===== config.mk =====
export PLATFORM = sky130hd
export DESIGN_NAME = gpcw_top
export DESIGN_NICKNAME = d
export VERILOG_FILES = /design/src/inc/gpcw_pkg.sv /design/src/design/gpcw_top.sv /design/src/design/gpcw_edge_sync.sv
export SDC_FILE = /design/constraint.sdc
export NUM_CORES = 1
export LEC_CHECK = 0
export ABC_AREA = 1
export BUFFER_PORTS_ARGS = -buffer_cell sky130_fd_sc_hd__buf_4
export CAP_MARGIN = 10
export CORE_MARGIN = 2
export CORE_UTILIZATION = 25
export CTS_CLUSTER_DIAMETER = 200
export DETAILED_ROUTE_END_ITERATION = 16
export GPL_TIMING_DRIVEN = 0
export PLACE_DENSITY_LB_ADDON = 0.08
export SLEW_MARGIN = 15
export SYNTH_ARGS = -nofsm -noshare
export SYNTH_HDL_FRONTEND = slang
export SYNTH_SLANG_ARGS = --single-unit

===== constraint.sdc =====
create_clock -name clk_sys_i -period 1.6 [get_ports clk_sys_i]
set_input_delay 0.08 -clock clk_sys_i [delete_from_list [all_inputs] [get_ports clk_sys_i]]
set_output_delay 0.08 -clock clk_sys_i [all_outputs]
set_load 0.01 [all_outputs]

===== src/inc/gpcw_pkg.sv =====
// constants for the gpio port configuration and wake block
// Behaviour
// port b select-one bit 1 routes pin to analog input; bit3 at 0 gives clock input
// port b bit 5 at 1 selects reference voltage; pins 6 and 7 have none
// ports a and d pin 0 have no set registers; enable alone selects
// ports b and c keep select-two register but never use it for routing
// pointer 04h makes control register reach the high-drive subregister
// high-drive bit 0 gives standard current, 1 gives high current
// high-drive acts on the pin for port data and alternate functions alike
// pointer 05h makes control register reach the wake-source subregister
// in stop mode any edge on an enabled wake pin starts recovery
// in stop mode edges on a disabled wake pin start nothing
// high-drive and wake-source subregisters reset to zero, fully read/write
// a port c pin 0..3 request sets its pending bit 3..0; here pin 0..3 sets pending bit 0..3
// with interrupts globally enabled a pending request goes to the cpu
// with interrupts disabled pending bits stay set for software polling
// software writes zeros to pending bits 7..4; register resets to zero
// pin edges are synchronised before setting pending bits, not the wake path
package gpcw_pkg;
    localparam int GPCW_PORTS = 4;
    localparam int GPCW_PORT_A = 0;
    localparam int GPCW_PORT_B = 1;
    localparam int GPCW_PORT_C = 2;
    localparam int GPCW_PORT_D = 3;
    localparam int GPCW_PC_REQS = 4;
    localparam int GPCW_SYNC_STAGES = 2;
    localparam logic [11:0] GPCW_IRQ_PEND_ADDR = 12'hfc6;
    localparam logic [11:0] GPCW_PORT_PTR_BASE = 12'hfd0;
    localparam logic [11:0] GPCW_PORT_CTL_OFS = 12'h001;
    localparam logic [11:0] GPCW_PORT_STRIDE = 12'h004;
    localparam logic [7:0] GPCW_SUB_AF_EN = 8'h02;
    localparam logic [7:0] GPCW_SUB_HIGH_DRIVE = 8'h04;
    localparam logic [7:0] GPCW_SUB_WAKE_SRC = 8'h05;
    localparam logic [7:0] GPCW_SUB_AFS_ONE = 8'h07;
    localparam logic [7:0] GPCW_SUB_AFS_TWO = 8'h08;
    localparam logic [7:0] GPCW_REG_RESET = 8'h00;
    localparam logic [3:0] GPCW_PEND_RESET = 4'h0;
    localparam int GPCW_EXTERNAL_CLOCK_INPUT_BIT = 3;
    localparam int GPCW_VREF_BIT = 5;
    localparam int GPCW_ANALOG_PINS = 5;
endpackage


===== src/design/gpcw_top.sv =====
// gpio port configuration, wake sources and port c request register
`timescale 1ns/10ps
`default_nettype none
module gpcw_top
    import gpcw_pkg::*;
(
    input wire logic clk_sys_i,
    input wire logic rst_n_i,
    input wire logic [11:0] reg_addr_i,
    input wire logic [7:0] reg_wdata_i,
    input wire logic reg_wr_i,
    input wire logic reg_rd_i,
    output logic [7:0] reg_rdata_o,
    input wire logic [31:0] pins_i,
    input wire logic stop_mode_i,
    input wire logic global_irq_en_i,
    output logic [31:0] high_drive_o,
    output logic [31:0] alt_func_en_o,
    output logic [GPCW_ANALOG_PINS-1:0] analog_input_channel_o,
    output logic vref_sel_o,
    output logic external_clock_input_o,
    output logic wake_o,
    output logic irq_o,
    output logic [3:0] port_c_pin_irq_pending_o
);
    logic [GPCW_PORTS-1:0][7:0] port_ptr;
    logic [GPCW_PORTS-1:0][7:0] alt_func_enable;
    logic [GPCW_PORTS-1:0][7:0] pin_high_current_select;
    logic [GPCW_PORTS-1:0][7:0] pin_wake_source_select;
    logic [GPCW_PORTS-1:0][7:0] alt_func_select_one;
    logic [GPCW_PORTS-1:0][7:0] alt_func_select_two;
    logic [GPCW_PORTS-1:0][7:0] port_rd_data;
    logic [GPCW_PORTS-1:0] port_rd_hit;
    logic [3:0] port_c_pin_irq_pending;
    logic [31:0] pins_last;
    logic [31:0] high_flat;
    logic [31:0] wake_flat;
    logic [31:0] af_en_flat;
    logic [GPCW_PC_REQS-1:0] port_c_pin_request_bit;
    logic [3:0] next_pending;
    logic [7:0] next_rdata;
    logic irq_wr;
    logic irq_rd;
    logic pin_edge_any;
    logic next_wake;
    logic [7:0] port_b_sel;
    logic [7:0] port_b_en;

    genvar p;
    generate
        for (p = 0; p < GPCW_PORTS; p++) begin : g_port
            localparam logic [11:0] PTR_ADDR =
                12'(GPCW_PORT_PTR_BASE + 12'(p) * GPCW_PORT_STRIDE);
            localparam logic [11:0] CTL_ADDR =
                12'(PTR_ADDR + GPCW_PORT_CTL_OFS);
            localparam bit HAS_AFS = (p == GPCW_PORT_B) || (p == GPCW_PORT_C);
            wire ptr_hit = (reg_addr_i == PTR_ADDR);
            wire ctl_hit = (reg_addr_i == CTL_ADDR);
            wire ctl_wr = reg_wr_i && ctl_hit;
            wire af_en_wr = ctl_wr && (port_ptr[p] == GPCW_SUB_AF_EN);
            wire hde_wr = ctl_wr && (port_ptr[p] == GPCW_SUB_HIGH_DRIVE);
            wire wake_wr = ctl_wr && (port_ptr[p] == GPCW_SUB_WAKE_SRC);
            // set registers exist only on ports b and c
            wire alt_func_select_one_wr = HAS_AFS && ctl_wr &&
                (port_ptr[p] == GPCW_SUB_AFS_ONE);
            wire alt_func_select_two_wr = HAS_AFS && ctl_wr &&
                (port_ptr[p] == GPCW_SUB_AFS_TWO);
            wire [7:0] sub_data =
                (port_ptr[p] == GPCW_SUB_AF_EN) ? alt_func_enable[p] :
                (port_ptr[p] == GPCW_SUB_HIGH_DRIVE) ?
                    pin_high_current_select[p] :
                (port_ptr[p] == GPCW_SUB_WAKE_SRC) ?
                    pin_wake_source_select[p] :
                (port_ptr[p] == GPCW_SUB_AFS_ONE) ? alt_func_select_one[p] :
                (port_ptr[p] == GPCW_SUB_AFS_TWO) ? alt_func_select_two[p] :
                8'h00;

            assign port_rd_hit[p] = ptr_hit || ctl_hit;
            assign port_rd_data[p] = ptr_hit ? port_ptr[p] :
                (ctl_hit ? sub_data : 8'h00);
            assign high_flat[p*8 +: 8] = pin_high_current_select[p];
            assign wake_flat[p*8 +: 8] = pin_wake_source_select[p];
            assign af_en_flat[p*8 +: 8] = alt_func_enable[p];

            // reset to zero, read back in full
            always_ff @(posedge clk_sys_i or negedge rst_n_i) begin
                if (!rst_n_i) begin
                    port_ptr[p] <= GPCW_REG_RESET;
                    alt_func_enable[p] <= GPCW_REG_RESET;
                    pin_high_current_select[p] <= GPCW_REG_RESET;
                    pin_wake_source_select[p] <= GPCW_REG_RESET;
                    alt_func_select_one[p] <= GPCW_REG_RESET;
                    alt_func_select_two[p] <= GPCW_REG_RESET;
                end else begin
                    if (reg_wr_i && ptr_hit) begin
                        port_ptr[p] <= reg_wdata_i;
                    end
                    if (af_en_wr) begin
                        alt_func_enable[p] <= reg_wdata_i;
                    end
                    if (hde_wr) begin
                        pin_high_current_select[p] <= reg_wdata_i;
                    end
                    if (wake_wr) begin
                        pin_wake_source_select[p] <= reg_wdata_i;
                    end
                    if (alt_func_select_one_wr) begin
                        alt_func_select_one[p] <= reg_wdata_i;
                    end
                    if (alt_func_select_two_wr) begin
                        alt_func_select_two[p] <= reg_wdata_i;
                    end
                end
            end
        end
    endgenerate

    gpcw_edge_sync u_pc_sync (
        .clk_sys_i(clk_sys_i),
        .rst_n_i(rst_n_i),
        .pin_i(pins_i[GPCW_PORT_C*8 +: GPCW_PC_REQS]),
        .rise_o(port_c_pin_request_bit)
    );

    assign irq_wr = reg_wr_i && (reg_addr_i == GPCW_IRQ_PEND_ADDR);
    assign irq_rd = reg_rd_i && (reg_addr_i == GPCW_IRQ_PEND_ADDR);
    // a request in the write cycle survives the write
    assign next_pending = (irq_wr ? reg_wdata_i[3:0] : port_c_pin_irq_pending)
        | port_c_pin_request_bit;

    // port b routing uses select-one only; select-two is only read back through the control register
    assign port_b_sel = alt_func_select_one[GPCW_PORT_B];
    assign port_b_en = alt_func_enable[GPCW_PORT_B];

    // wake path compares raw pins with their last sample
    assign pin_edge_any = |((pins_i ^ pins_last) & wake_flat);
    assign next_wake = stop_mode_i && pin_edge_any;

    always_comb begin
        next_rdata = 8'h00;
        for (int i = 0; i < GPCW_PORTS; i++) begin
            if (port_rd_hit[i]) begin
                next_rdata = next_rdata | port_rd_data[i];
            end
        end
        // upper pending bits always read zero
        if (irq_rd) begin
            next_rdata = {4'h0, port_c_pin_irq_pending};
        end
    end

    always_ff @(posedge clk_sys_i or negedge rst_n_i) begin
        if (!rst_n_i) begin
            port_c_pin_irq_pending <= GPCW_PEND_RESET;
            pins_last <= '0;
            wake_o <= 1'b0;
            irq_o <= 1'b0;
            reg_rdata_o <= 8'h00;
        end else begin
            port_c_pin_irq_pending <= next_pending;
            pins_last <= pins_i;
            wake_o <= next_wake;
            irq_o <= global_irq_en_i && (|next_pending);
            if (reg_rd_i) begin
                reg_rdata_o <= next_rdata;
            end
        end
    end

    always_ff @(posedge clk_sys_i or negedge rst_n_i) begin
        if (!rst_n_i) begin
            high_drive_o <= '0;
            alt_func_en_o <= '0;
            analog_input_channel_o <= '0;
            vref_sel_o <= 1'b0;
            external_clock_input_o <= 1'b0;
            port_c_pin_irq_pending_o <= GPCW_PEND_RESET;
        end else begin
            // drive strength applies to the pad whatever feeds it
            high_drive_o <= high_flat;
            alt_func_en_o <= af_en_flat;
            analog_input_channel_o <= port_b_sel[GPCW_ANALOG_PINS-1:0]
                & port_b_en[GPCW_ANALOG_PINS-1:0];
            vref_sel_o <= port_b_sel[GPCW_VREF_BIT]
                && port_b_en[GPCW_VREF_BIT];
            external_clock_input_o <= !port_b_sel[GPCW_EXTERNAL_CLOCK_INPUT_BIT]
                && port_b_en[GPCW_EXTERNAL_CLOCK_INPUT_BIT];
            port_c_pin_irq_pending_o <= next_pending;
        end
    end

    wire ctl_b_wr = reg_wr_i && (reg_addr_i == 12'(GPCW_PORT_PTR_BASE
        + GPCW_PORT_STRIDE + GPCW_PORT_CTL_OFS));
endmodule
`default_nettype wire


===== src/design/gpcw_edge_sync.sv =====
// synchroniser and rising edge detector for the port c request pins
`timescale 1ns/10ps
`default_nettype none
module gpcw_edge_sync
    import gpcw_pkg::*;
(
    input wire logic clk_sys_i,
    input wire logic rst_n_i,
    input wire logic [GPCW_PC_REQS-1:0] pin_i,
    output logic [GPCW_PC_REQS-1:0] rise_o
);
    logic [GPCW_PC_REQS-1:0] meta;
    logic [GPCW_PC_REQS-1:0] stable;
    logic [GPCW_PC_REQS-1:0] last;

    // two flops before any logic looks at the pin
    always_ff @(posedge clk_sys_i or negedge rst_n_i) begin
        if (!rst_n_i) begin
            meta <= '0;
            stable <= '0;
            last <= '0;
        end else begin
            meta <= pin_i;
            stable <= meta;
            last <= stable;
        end
    end

    assign rise_o = stable & ~last;
endmodule
`default_nettype wire


# After elaboration in Yosys (flattened, before gate mapping)
# Index checks and enable logic that the tools add are counted.
# totals
regBits	289
latchBits	0
ram_bits	0
mem_bits_ro	0
in_bits	58
out_inout_bits	85
elab_cells	134
n_memories	0
# op_classes
add_sub_neg	0
multipliers	0
div_mod_pow	0
order_cmp	0
eq_ne	25
shift	0
muxes	30
bitwise_logic	9
n_reduce_logical	37
# ops
cell	count
$mux W8	29
$eq A12 B12 Y1 const B	9
$eq A8 B3 Y1 const B	10
$and A32 B32 Y32	1
$eq A8 B2 Y1 const B	4
$reduce_or A32 Y1	1
$xor A32 B32 Y32	1
$logic_and A1 B1 Y1	30
$or A8 B8 Y8	3
$eq A8 B4 Y1 const B	2
$and A5 B5 Y5	1
$and A4 B4 Y4	1
$logic_or A1 B1 Y1	4
$mux W4	1
$not A4 Y4	1
$or A4 B4 Y4	1
$reduce_or A4 Y1	1
$logic_not A1 Y1	1

# Depth between registers and ports, before layout
# Gate-level depths: netlist of run 1.
# logic_depth
depth_word	15
ltp_mapped	14
ltp_nobuf	13

# By module
# From an unflattened synthesis of run 1, not the netlist that was laid out.
# unflattened
hier_cells	1360
area_unflattened_um2	12144.1
# modules_own_cells
module	n_inst	cells_each	area_per_inst_um2
gpcw_top	1	1340	11803.8
gpcw_edge_sync	1	20	340.3

# Worst setup path after synthesis of run 1
# No wires, ideal clock.
# synth_path
path_type	register to register
start	register port_ptr[28] (netlist bit)
end	register reg_rdata_o[6]
setup_time_ns	0.117
arrival_time_ns	1.619
setup_slack_ns	-0.136
stages_incl_launch_ff	13
n_path_buf	1
period_less_slack_ns	1.736
cell_sequence	dfrtp_1 > inv_1 > nand2_1 > nor2_1 > nand2_1 > buf_2 > or2_2 > nand3_1 > inv_1 > nor2_1 > nand3_1 > nand2_1 > nand2_1
# synth_between
elab_chain_len	9
elab_cells_between_ends	11
cone_classes	eq/ne (3); mux (7); bitwise (1)
# synth_rtl
item	line	text
start: declaration	gpcw_top.sv:26	logic [GPCW_PORTS-1:0][7:0] port_ptr;
start signal: indexed assignment	gpcw_top.sv:96	port_ptr[p] <= reg_wdata_i;
$eq A8 B3 Y1	gpcw_top.sv:72	(port_ptr[p] == GPCW_SUB_WAKE_SRC) ?
$mux W8	gpcw_top.sv:72	
$mux W8	gpcw_top.sv:70	(port_ptr[p] == GPCW_SUB_HIGH_DRIVE) ?
$mux W8 *	gpcw_top.sv:69	(port_ptr[p] == GPCW_SUB_AF_EN) ? alt_func_enable[p] :
$mux W8 *	gpcw_top.sv:80	(ctl_hit ? sub_data : 8'h00);
$mux W8 *	gpcw_top.sv:79	assign port_rd_data[p] = ptr_hit ? port_ptr[p] :
$or A8 B8 Y8 *	gpcw_top.sv:143	next_rdata = next_rdata | port_rd_data[i];
$mux W8 *	gpcw_top.sv:142	if (port_rd_hit[i]) begin
$mux W8 *	gpcw_top.sv:147	if (irq_rd) begin
end signal: assignment	gpcw_top.sv:165	reg_rdata_o <= next_rdata;
end: declaration	gpcw_top.sv:13	output logic [7:0] reg_rdata_o,
# Every way passes the cells marked *; elsewhere a longest branch is shown, timed or not.
# A chain may end at the register's enable or synchronous reset.

# Worst setup path after layout of run 1
# layout_path
start	register port_ptr[4] (netlist bit)
end	register reg_rdata_o[1]
# layout_between
elab_chain_len	14
elab_cells_between_ends	16
cone_classes	eq/ne (3); mux (10); bitwise (3)
# layout_rtl
item	line
$eq A8 B3 Y1	gpcw_top.sv:72
$mux W8	gpcw_top.sv:72
$mux W8	gpcw_top.sv:70
$mux W8 *	gpcw_top.sv:69
$mux W8 *	gpcw_top.sv:80
$mux W8 *	gpcw_top.sv:79
$mux W8 *	gpcw_top.sv:142
$or A8 B8 Y8	gpcw_top.sv:143
$mux W8 *	gpcw_top.sv:142
$or A8 B8 Y8	gpcw_top.sv:143
$mux W8 *	gpcw_top.sv:142
$or A8 B8 Y8	gpcw_top.sv:143
$mux W8 *	gpcw_top.sv:142
$mux W8 *	gpcw_top.sv:147
# Marked as above.

==> results of run 1 <==
worst max path at each step:
stage / startpoint / endpoint / slack, ns / cells after the start
6_report: port_ptr[4] / reg_rdata_o[1] / -0.15 / 11
5_1_grt: port_ptr[4] / reg_rdata_o[4] / -0.25 / 12
4_1_cts: port_ptr[4] / reg_rdata_o[1] / -0.17 / 11
3_5_place_dp: port_ptr[5] / reg_rdata_o[1] / -0.69 / 11
3_3_place_gp: rst_n_i / high_drive_o[31] / -2.32 / 1
2_1_floorplan: port_ptr[28] / reg_rdata_o[6] / -0.06 / 12
state kept, by name (all words and copies together), names as in the netlist, 8 cells and up:
name and cells:
af_en_flat 24, alt_func_en_o 32, alt_func_select_one 8, alt_func_select_two 16, high_drive_o 32, high_flat 32, pin_wake_source_select 32, pins_last 32
port_b_en 8, port_b_sel 8, port_ptr 32, reg_rdata_o 8
cell type report:
| cell class | instances | area, um2 | area share |
|---|---|---|---|
| plain buffers | 48 | 420.4 | 0.02431 |
| clock buffers | 46 | 977.2 | 0.05650 |
| clock inverters | 14 | 127.6 | 0.007379 |
| inverters | 86 | 346.6 | 0.02004 |
| multi-input cells | 918 | 5095 | 0.2946 |
| flip-flops and latches | 285 | 7143 | 0.4130 |
| well taps | 615 | 769.5 | 0.04449 |
| repair buffers | 281 | 2416 | 0.1397 |
metal layers:
metal,global-route usage,share of wire
met1,0.2449,0.48
met2,0.2526,0.45
met3,0.02832,0.045
met4,0.05824,0.027
met5,0,0
cell families after synthesis:
kind of cell / count (synthesis) / synth area share
buffers and inverters: 134 / 0.04575
XOR/XNOR: 8 / 0.005849
AO/OA/AOI/OAI: 206 / 0.09045
flip-flops: 285 / 0.5954
AND/OR/NAND/NOR: 700 / 0.2626
critical path: stages, from the launching register on:
cell and delay (ns):
dfrtp_1 0.41, inv_2 0.08, nand2_2 0.07, nor2_4 0.23, nand3_4 0.11, or2_4 0.24
nand3b_1 0.12, nand2_2 0.08, nor2_4 0.12, nand3_1 0.08, nand2_1 0.07, nand2_1 0.04
power by group through the flow:
stage	Combinational [mW]	Sequential, mW	Clock, mW
6_report	0.746	7.30	7.76
5_1_grt	0.831	7.30	8.30
2_1_floorplan	0.166	7.42	0
3_3_place_gp	0.599	7.43	0
4_1_cts	0.747	7.29	8.03
3_5_place_dp	0.628	7.43	0
cell usage in the layout, fill, tap and decap left out, types with 6 or more instances in the layout:
cell type,instances
clkbuf_16,37
nor2_1,67
clkbuf_1,20
nand2_2,61
or2_4,8
or2_2,12
buf_4,205
inv_1,55
o21ai_2,27
nand4_1,27
buf_8,10
nand3_1,129
nand3_4,13
xor2_1,7
clkbuf_2,6
nor2_4,26
nand2_1,293
clkinv_2,11
clkbuf_8,9
a21oi_1,9
nor3_1,6
nand2_4,10
o21ai_0,100
inv_2,24
o21ai_1,58
dfrtp_1,276
buf_6,32
dlygate4sd3_1,45
nand3_2,21
nor2_2,14
dfrtp_2,9
metrics by stage:
stage / power (mW) / std cells
detailed placement: 8.053 / 2091
CTS: 16.07 / 2256
global placement: 8.025 / 2088
floorplan: 7.587 / 1333
global route: 16.43 / 2293
finish: 15.80 / 2293
repair_timing:
action                                  4_1_cts  5_1_grt
endpoints found under the setup margin      121      118
hold endpoints to repair                    234        0
resized for setup                           204      211
hold buffers                                 45        0
buffers inserted                             52       29
pin swaps                                    35       58
gates cloned                                  8        8
==> results.md, run 1 <==
- Along the worst path, the maximum fanout reaches 5.
- Dividing the synthesized area by the synthesized cell count gives 8.986 um2.
- Counting cells, the worst reg-to-reg path comes to 11.
- The clock transition at the registers of the reported paths is 0.06 ns.
- The slew at the pin closest to its max-slew limit is 1.027 ns.
- In this run the most critical hold path is launched from reg_wr_i.
- The cell with the most instances after synthesis is nand2_1.
- The total negative setup slack is -1.997 ns.
- For the final database, setup skew stands at 0.02590 ns.
- By startpoint and endpoint, the worst setup path is classified as reg -> reg.
- The number of antenna cells inserted is 0.
- The part of the power in the clock network is 0.491.
- The post-synthesis register bit count is 285.
- The checks that failed: setup timing.
- The count of unresolved DRC violations after routing is 0.
- The flow ran to the end, but the final reports show violations.
- The clock buffer count from CTS is 35.
- Counting along the longest clock path gives a buffer depth of 3.
- Summed over all instances, the cell type with the most area after synthesis is dfrtp_1.
- The number of max-slew violations in the final report was 0.
- The worst endpoint data arrival time is 2.19 ns.
- The worst hold-check path type is in -> reg.
- The switching part of the total is 0.2312.
- The startpoint identified for the worst register-to-register timing path is port_ptr[4].
- Across the run, the number of max-cap violations was 0.
- Row generation in the floorplan step produced 80 rows.
- The number of antenna violations at the first check in global routing was 0.
- The post-synthesis cell count is 1333.
- In the post-synthesis netlist, the biggest area contributors are dfrtp_1 (60%), nand2_1 (11%), o21ai_0 (6.7%).
- 143 I/O pins were placed.
- The worst hold path was traced through 4 stages.
- In the final routed layout, each cell accounts on average for 18.25 um.
- The net switching power is 3.652 mW.
- Setup repair after global routing could not meet its margin everywhere.
- The fraction of final layout cells sized beyond drive strength 1 is 0.3373.
- The clock network latency to the later pin of the worst-skew pair is 0.55 ns.
- The required time at the worst-slack endpoint is 2.05 ns.
- The floorplan core area is 47550 um2.
- The first global-routing pass estimated 63030 um of wire.
- The fraction of synthesized cell area taken by the top area cell type is 0.5954.
- The first detailed-routing pass took 4 iterations.
- Synthesis produced a netlist with a net count of 1391.
- The tightest hold path in the finished design has a slack of 0.06645 ns.
- For this run, asynchronously set or reset flops after synthesis account for 1.000.
- The via count of the first global-routing pass is 10110.
- The congestion estimate from routability-driven global placement came to 0.8329.
- For this design, the sink count on the clock tree is 285.
- The combinational power share is 0.047.
- The relative slew slack is 0.3153.
- The number of failing setup endpoints in the final timing report is 39.
- STA classifies the critical path endpoint as a flip-flop.
- Summed over all layers, the routed wires come to 41850 um.
- The reg-to-reg endpoint is reg_rdata_o[1].
- The commonest cells after synthesis are nand2_1 (360), dfrtp_1 (285), o21ai_0 (160).
- The die is 222.9 um tall.
- The worst-case IR drop observed on VDD is 478.3 uV.
- Timing analysis after detailed placement gives a worst setup slack of -0.6902 ns.
- The aggregate global routing overflow is 0.
- Timing would allow up to 0.5718 GHz.
- The total of buffers placed on input and output ports is 140.
- The main flop type after synthesis is dfrtp_1.
- The worst setup slack for register-to-register paths is -0.15 ns.
- The static leakage is 8.289 nW.
- The utilization after layout is 0.3638.
- Synthesis instantiated 45 different standard cells from the library.
- Entering global routing, the biggest net connects 100 pins.
- The final count of hold timing violations is 0.
- After detailed routing, the number of vias per cell comes to 4.523.
- The least setup slack across all paths after layout is -0.1488 ns.
- Of the total power, registers draw 0.462.
- The clock tree root buffer cell is clkbuf_16.
- Once detail routing completed, the nets flagged for antenna violations numbered 0.
- Summing every instance area after synthesis gives 11980 um2.
- The terminating pin of the worst hold path is high_flat[25].
- The H-tree was split into 2 levels.
- Summing over every cut layer, the via total after detailed routing is 10370.
- The number of filler instances in the final layout is 4914.
- The Yosys step of the flow raised 0 warnings.
- The post-layout net count is 1713.
- The placed instances occupy a cell area of 13920 um2.
- The overall die area is 49680 um2.
- The area of all placed cells without fillers is 17300 um2.
- Compared with the post-synthesis result, the final layout area differs by 44.38%.
- Detailed placement finished with a half-perimeter wire length of 28280 um.
- TritonCTS built the clock tree.
- The internal power of the cells totals 12.15 mW.
- The sequential element share of the synthesized area is 0.5954.
- In the finished design, the share of the clock period the worst path needs comes to 1.093.
- Across every metal layer, demand over resource in global routing totals 0.1684.
- For this configuration, the core starts out at a cell density of 0.2519.
- The chip width is 222.9 um.
- The iteration-0 DRC count of the detailed router is 570.
- The synthesized design contains 0 enable-type register cells.
- For the finished layout, the period the worst path requires is 1.749 ns.
- Power spread over the standard cell area amounts to 913.4 nW/um2.
- The kind of start point of the critical path is a flip-flop.
Power figures use the tool's default switching activity.
==> run 2, diff against run 1 <==
- RECOVER_POWER: unset -> 100
==> run 2 against run 1 <==
Effect of this change: worst setup slack about the same; non-clock buffer count stayed put; register-to-register slack hardly changed; clock-buffer cell count unchanged; final cell count hardly changed; highest routed layer unchanged; the flow still finishes with violations (setup timing); clock power about the same; critical endpoint unchanged; first-iteration DRC count fell by 1.6%; critical path type unchanged.
==> results.md, run 2 (same netlist as run 1, synthesis figures left out) <==
- The multi-input combinational cells in the finished layout cover a total of 5080 um2.
- The reg-to-reg endpoint is reg_rdata_o[1].
- At the end of the flow the core is filled with cells to 0.3520.
- In this run the worst setup path begins at port_ptr[4].
- For the pin with the worst max-slew slack, the measured transition is 1.277 ns.
- For this run, the slowest stage of the critical path takes 0.41 ns.
- In this run the worst path has a maximum fanout of 5.
- The first-pass detailed-route iteration total is 5.
- The net switching power is 3.641 mW.
- Measured along the x axis, the die boundary spans 222.9 um.
- Traced cell by cell, the critical path runs through inv_2, nand2_2, nor2_4, nand3_4, or2_4, nand3b_1, nand2_2, nor2_4, nand3_1, nand2_1, nand2_1.
- The run finished, with violations left.
- The critical path in this run is classified as reg -> reg.
- The number of placed I/O pins is 143.
- The worst setup slack for register-to-register paths is -0.15 ns.
- The wire length per cell is 18.26 um.
- The number of cell rows is 80.
- The post-route clock period utilization is 1.093.
- The fraction of final layout cells sized beyond drive strength 1 is 0.2604.
- The clock tree root buffer cell is clkbuf_16.
- Once detail routing completed, the nets flagged for antenna violations numbered 0.
- The worst pin sits at a relative slew slack of 0.1489.
- The nature of the critical path endpoint is a flip-flop.
- The part of the power in the clock network is 0.492.
- Dividing total power by cell area gives a power density of 940.1 nW/um2.
- The critical path crosses 11 cells after its start point.
- The logic depth of the worst register-to-register path is 11.
- The count of unresolved DRC violations after routing is 0.
- The final count of hold timing violations is 0.
- The worst hold-check path type is in -> reg.
- The max-cap violation count is 0.
- At the end of the flow, the number of nets in the layout was 1713.
- After the first detailed-routing iteration, the DRC count stood at 561.
- Of the total power, registers draw 0.464.
- The area of placed instances is 13920 um2.
- At the end of routability-driven placement, the weighted congestion stood at 0.8329.
- The least setup slack across all paths after layout is -0.1486 ns.
- The area growth from synthesis to layout is 39.72%.
- For this run, the total global-route usage over all layers was measured as 0.1684.
- The first global-routing pass estimated 63030 um of wire.
- TritonCTS built the clock tree.
- Summed over all layers, the global routing overflow is 0.
- The clock buffer count from CTS is 35.
- Clock tree synthesis found a total of 285 sinks.
- After clock tree synthesis, the clock-pin slew on the worst setup and hold paths is 0.06 ns.
- The slowest stage of the critical path is the dfrtp_1 cell.
- The number of filler instances in the final layout is 5013.
- The maximum clock insertion buffer count is 3.
- The combinational power share is 0.044.
- The starting density of the core is 0.2519.
- The number of max-slew violations in the final report is 0.
- Hold timing on the final database bottoms out at a slack of 0.05836 ns.
- The routed design has 41890 um of wire.
- The startpoint of the lowest-slack register-to-register path is port_ptr[4].
- The kind of start point of the critical path is a flip-flop.
- The switching part of the total is 0.2314.
- The area occupied by registers is 7142 um2.
- Entering global routing, the biggest net connects 100 pins.
- The most common library cell in the layout ignoring fill and taps is nand2_1.
- Setup repair after global routing could not meet its margin everywhere.
- The via count of the first global-routing pass was 10110.
- The number of antenna violations at the first check in global routing is 0.
- The required time at the worst-slack endpoint is 2.05 ns.
- The total internal power is 12.09 mW.
- The worst-case clock skew is 0.02878 ns.
- The top cell family by delay on the critical path is simple AND/OR/NAND/NOR gates.
- The clock reaches the later pin of the worst-skew pair after 0.55 ns.
- The maximum ir drop on the vdd rail is 475.8 uV.
- The routed via count is 10470.
- The HPWL after detailed placement is 28280 um.
- The maximum level of the CTS H-tree is 2.
- The static leakage is 7.736 nW.
- Subtracting the final worst setup slack from the clock period gives 1.749 ns.
- In the routed layout, each cell is associated on average with a via count of 4.562.
- Counting both buffers and inverters, the worst setup path holds a total of 1.
- The final reports fail on setup timing.
- Timing analysis after detailed placement gives a worst setup slack of -0.6902 ns.
- Leaving out fill and tap cells, the most frequent cells in the layout are nand2_1 (294), dfrtp_1 (277), clkbuf_1 (146).
- Data on the critical path arrives at its endpoint at 2.20 ns.
- The floorplan core area is 47550 um2.
- The area of all placed cells without fillers is 16740 um2.
- Summing internal, switching and leakage power gives 15.73 mW.
- The overall die area is 49680 um2.
- Setup violations remaining at the end of the flow were counted as 39.
- The most critical setup path has its endpoint at reg_rdata_o[1].
- The floorplan step set the die height to 222.9 um.
- Port buffering added 140 buffers.
- The upper clock frequency limit is 0.5719 GHz.
run 2: changes by cell type in the layout (fill, tap and decap cells not counted), moves of 2 or more:
cell,before,now
buf_6,32,27
clkbuf_4,3,9
clkbuf_1,20,146
buf_16,3,1
buf_4,205,80
run 2: worst min-delay path by stage:
stage                     from  cells after the start          endpoint  slack, ns
floorplan              rst_n_i                      0     af_en_flat[0]      -0.22
global placement    pins_i[24]                      1     pins_last[24]       0.21
detailed placement     rst_n_i                      1  high_drive_o[13]      -0.07
CTS                   reg_wr_i                      4     high_flat[25]       0.01
global route          reg_wr_i                      4     high_flat[25]       0.07
finish                reg_wr_i                      4     high_flat[25]       0.06
run 2: metrics by stage:
stage,TNS (ns),cells
after CTS,-2.407,2256
after floorplan,-0.3969,1333
final,-1.920,2294
after global placement,-712.62,2088
after detailed placement,-61.12,2091
after global routing,-23.47,2293
run 2: area by class of cell:
| type | instances | area share |
|---|---|---|
| Clock inverter | 14 | 0.007625 |
| Inverter | 86 | 0.02056 |
| Sequential cell | 285 | 0.4267 |
| Antenna cell | 1 | 0.0001495 |
| Buffer | 48 | 0.02459 |
| Timing Repair Buffer | 281 | 0.1125 |
| Clock buffer | 46 | 0.05838 |
| Multi-Input combinational cell | 918 | 0.3035 |
| Tap cell | 615 | 0.04597 |
run 2: power by group through the flow:
| stage | logic (mW) | clock network [mW] | registers, mW |
|---|---|---|---|
| final | 0.692 | 7.75 | 7.30 |
| after global routing | 0.774 | 8.30 | 7.30 |
| after CTS | 0.747 | 8.03 | 7.29 |
| after detailed placement | 0.628 | 0 | 7.43 |
| after global placement | 0.599 | 0 | 7.43 |
| after floorplan | 0.166 | 0 | 7.42 |
run 2: worst register-to-register path, stage by stage, from the launching register on:
cell      delay (ns)
dfrtp_1         0.41
inv_2           0.08
nand2_2         0.07
nor2_4          0.23
nand3_4         0.11
or2_4           0.24
nand3b_1        0.12
nand2_2         0.08
nor2_4          0.13
nand3_1         0.09
nand2_1         0.07
nand2_1         0.04
run 2: per-layer routing:
layer  global-route usage  vias up  wire (um)
li1                     -     5089          -
met1               0.2449     5080      20030
met2               0.2526      233      18870
met3              0.02832       63       1852
met4              0.05824        0       1130
met5                    0        -          0
run 2: what timing repair did:
item                                   in CTS  in global routing
setup buffers                              52                 29
cloned                                      8                  8
pin swaps                                  35                 58
resized for setup                         204                211
hold buffers                               45                  0
endpoints found under the hold margin     234                  0
setup endpoints to repair                 121                118
==> run 3, diff against run 2 <==
- CORE_UTILIZATION: 25 -> 52
==> run 3 against run 2 <==
Effect of this change: clock skew down 0.0029 ns; highest routed layer unchanged; combinational power shrank 2.9%; routed wire length down 11%; power is 4.8% lower; register-to-register slack worse by 0.06 ns; the run still ends with setup timing left; die area down 51%; final cell count down 15%; clock power fell by 9.5%; critical endpoint is now reg_rdata_o[2].
==> results.md, run 3 (same netlist as run 1, synthesis figures left out) <==
- Hold is met by 0.08198 ns.
- The first-pass detailed-route iteration total is 5.
- The number of antenna cells inserted is 0.
- The post-route clock period utilization is 1.130.
- The kind of start point of the critical path is a flip-flop.
- The clock tree root buffer cell is clkbuf_16.
- The post-layout net count is 1712.
- Once detail routing completed, the nets flagged for antenna violations numbered 0.
- The relative slew slack is 0.2267.
- Setup slack on the critical path of the routed design comes to -0.2074 ns.
- In this run the number of H-tree levels came out at 1.
- The count of unresolved DRC violations after routing is 0.
- TritonCTS built the clock tree.
- Summed over all nets, the switching power comes to 3.307 mW.
- After detailed routing, the number of vias per cell comes to 5.645.
- The maximum ir drop on the vdd rail is 996.0 uV.
- The via count of the first global-routing pass is 10210.
- After clock tree synthesis, the clock-pin slew on the worst setup and hold paths is 0.06 ns.
- The detailed-routed wire length on met3 is 2776 um.
- Wires add up to 37090 um.
- The global router's overall resource usage is 0.2890.
- The die covers 24270 um2.
- The critical path is of the reg -> reg type.
- The most common library cell in the layout ignoring fill and taps is nand2_1.
- The worst hold path belongs to the class in -> reg.
- For the worst-skew pair, the clock arrives at the later sink with an insertion delay of 0.56 ns.
- Buffers inserted during clock tree synthesis total 29.
- In the final layout, flip-flops and latches occupy 7139 um2.
- The static leakage is 7.852 nW.
- For this configuration, the core starts out at a cell density of 0.5291.
- Entering global routing, the biggest net connects 103 pins.
- Buffers placed on the I/O ports in this run total 140.
- In the final routed layout, each cell accounts on average for 18.93 um.
- The number of placed I/O pins is 143.
- The required time at the worst-slack endpoint is 2.03 ns.
- The number of antenna violations at the first check in global routing is 0.
- Measured along the y axis, the die boundary spans 155.8 um.
- Of the total power, combinational logic draws 0.045.
- The switching part of the total is 0.2207.
- The routed via count is 11060.
- The wire length of the first global-routing pass is 54570 um.
- The area growth from synthesis to layout is 37.87%.
- For the pin with the worst max-slew slack, the measured transition is 1.160 ns.
- The final reports fail on setup timing.
- Row generation in the floorplan step produced 55 rows.
- The max-cap violation count is 0.
- Routability-driven placement finished with a final weighted congestion of 0.9562.
- The number of max-slew violations in the final report is 0.
- The minimum period implied by the final worst setup slack is 1.807 ns.
- From left edge to right edge, the die measures 155.8 um.
- The total met2 wirelength after detailed routing is 17510 um.
- Summing all multi-input logic gate instances after layout gives 5236 um2.
- The number of filler instances in the final layout is 1679.
- The core region is 22640 um2.
- No sink is reached through more buffers than the 3 on the longest clock path.
- Setup repair after global routing could not meet its margin everywhere.
- Along the worst path, the maximum fanout reaches 5.
- The aggregate global routing overflow is 0.
- In the final timing run, aggregate negative setup slack is -3.039 ns.
- The worst-case clock skew is 0.02591 ns.
- The number of failing setup endpoints in the final timing report is 39.
- The detailed router used layers up to and including met4.
- Static timing analysis puts the maximum clock frequency at 0.5533 GHz.
- STA classifies the critical path endpoint as a flip-flop.
- The total internal power is 11.67 mW.
- The detailed router finished its first iteration with 971 violations.
- STA puts the critical path data arrival time at 2.24 ns.
- The share of total power dissipated in sequential elements is 0.487.
- The run finished, with violations left.
- In this run the power density over the cells is 907.1 nW/um2.
- The met1 routed wirelength after detailed routing is 15490 um.
- The part of the power in the clock network is 0.468.
- Once detailed placement completed, the half-perimeter wirelength came to 22400 um.
- The number of clock sinks is 285.
- The library cells used most frequently in the layout, excluding fill and tap cells, are nand2_1 (301), dfrtp_1 (279), clkbuf_1 (139).
- The fraction of final layout cells sized beyond drive strength 1 is 0.2724.
- The final count of hold timing violations was 0.
[run 3: worst paths after layout]
kind / slack, ns / cells past startpoint / startpoint / endpoint
worst max-delay path: -0.21 / 13 / port_ptr[6] / reg_rdata_o[2]
worst min-delay path: 0.08 / 4 / reg_wr_i / high_flat[26]
worst max register to register: -0.21 / 13 / port_ptr[6] / reg_rdata_o[2]
worst min register to register: 0.38 / 0 / u_pc_sync.stable[3] / u_pc_sync.last[3]
max in group asynchronous: 0.17 / 3 / rst_n_i / pin_wake_source_select[21]
min in group asynchronous: 0.32 / 2 / rst_n_i / pins_last[3]
[run 3: cell type report]
type / instances / share of cell area
Sequential cell: 285 / 0.4323
Multi-Input combinational cell: 917 / 0.3170
Timing Repair Buffer: 287 / 0.1238
Clock buffer: 36 / 0.04856
Buffer: 48 / 0.02402
Tap cell: 285 / 0.02159
Inverter: 86 / 0.02083
Clock inverter: 15 / 0.01189
[run 3: metal layers]
layer  track usage  vias to the layer above
met5             0                        -
met4       0.09655                        0
met3       0.03667                      115
met2        0.4564                      536
met1        0.4194                     5364
li1              -                     5043
[run 3: timing repair]
action	4_1_cts	5_1_grt
gates cloned	8	6
hold buffers	44	0
endpoints found under the setup margin	120	113
pin swaps	59	57
resized for setup	219	207
buffers inserted	63	28
endpoints found under the hold margin	127	0
[run 3: power by group through the flow]
| stage | sequential, mW | clock [mW] | combinational [mW] |
|---|---|---|---|
| after floorplan | 7.42 | 0 | 0.166 |
| after global placement | 7.42 | 0 | 0.540 |
| after detailed placement | 7.43 | 0 | 0.572 |
| after CTS | 7.29 | 7.08 | 0.688 |
| after global routing | 7.30 | 7.39 | 0.739 |
| final | 7.30 | 7.01 | 0.672 |
[run 3: critical path: stages (launching register included)]
cell	delay, ns
dfrtp_1	0.42
inv_2	0.08
nand2_2	0.11
nor2_4	0.07
buf_6	0.13
buf_8	0.13
nand3_2	0.07
nand3_2	0.08
nand2_1	0.08
nand3_1	0.14
nor2_4	0.16
nand3_2	0.10
nand2_1	0.08
nand2_1	0.05
[run 3: through the flow]
stage               cells  power [mW]  utilization  instance area (um2)  worst slack, ns
finish               1959       14.98       0.7295                16520          -0.2074
global route         1959       15.42       0.7295                16520          -0.2468
CTS                  1925       15.07       0.7126                16130          -0.1299
detailed placement   1760       7.998       0.5954                13480          -0.5089
global placement     1758       7.964       0.5927                13420           -1.911
floorplan            1333       7.587            -                12010         -0.06127
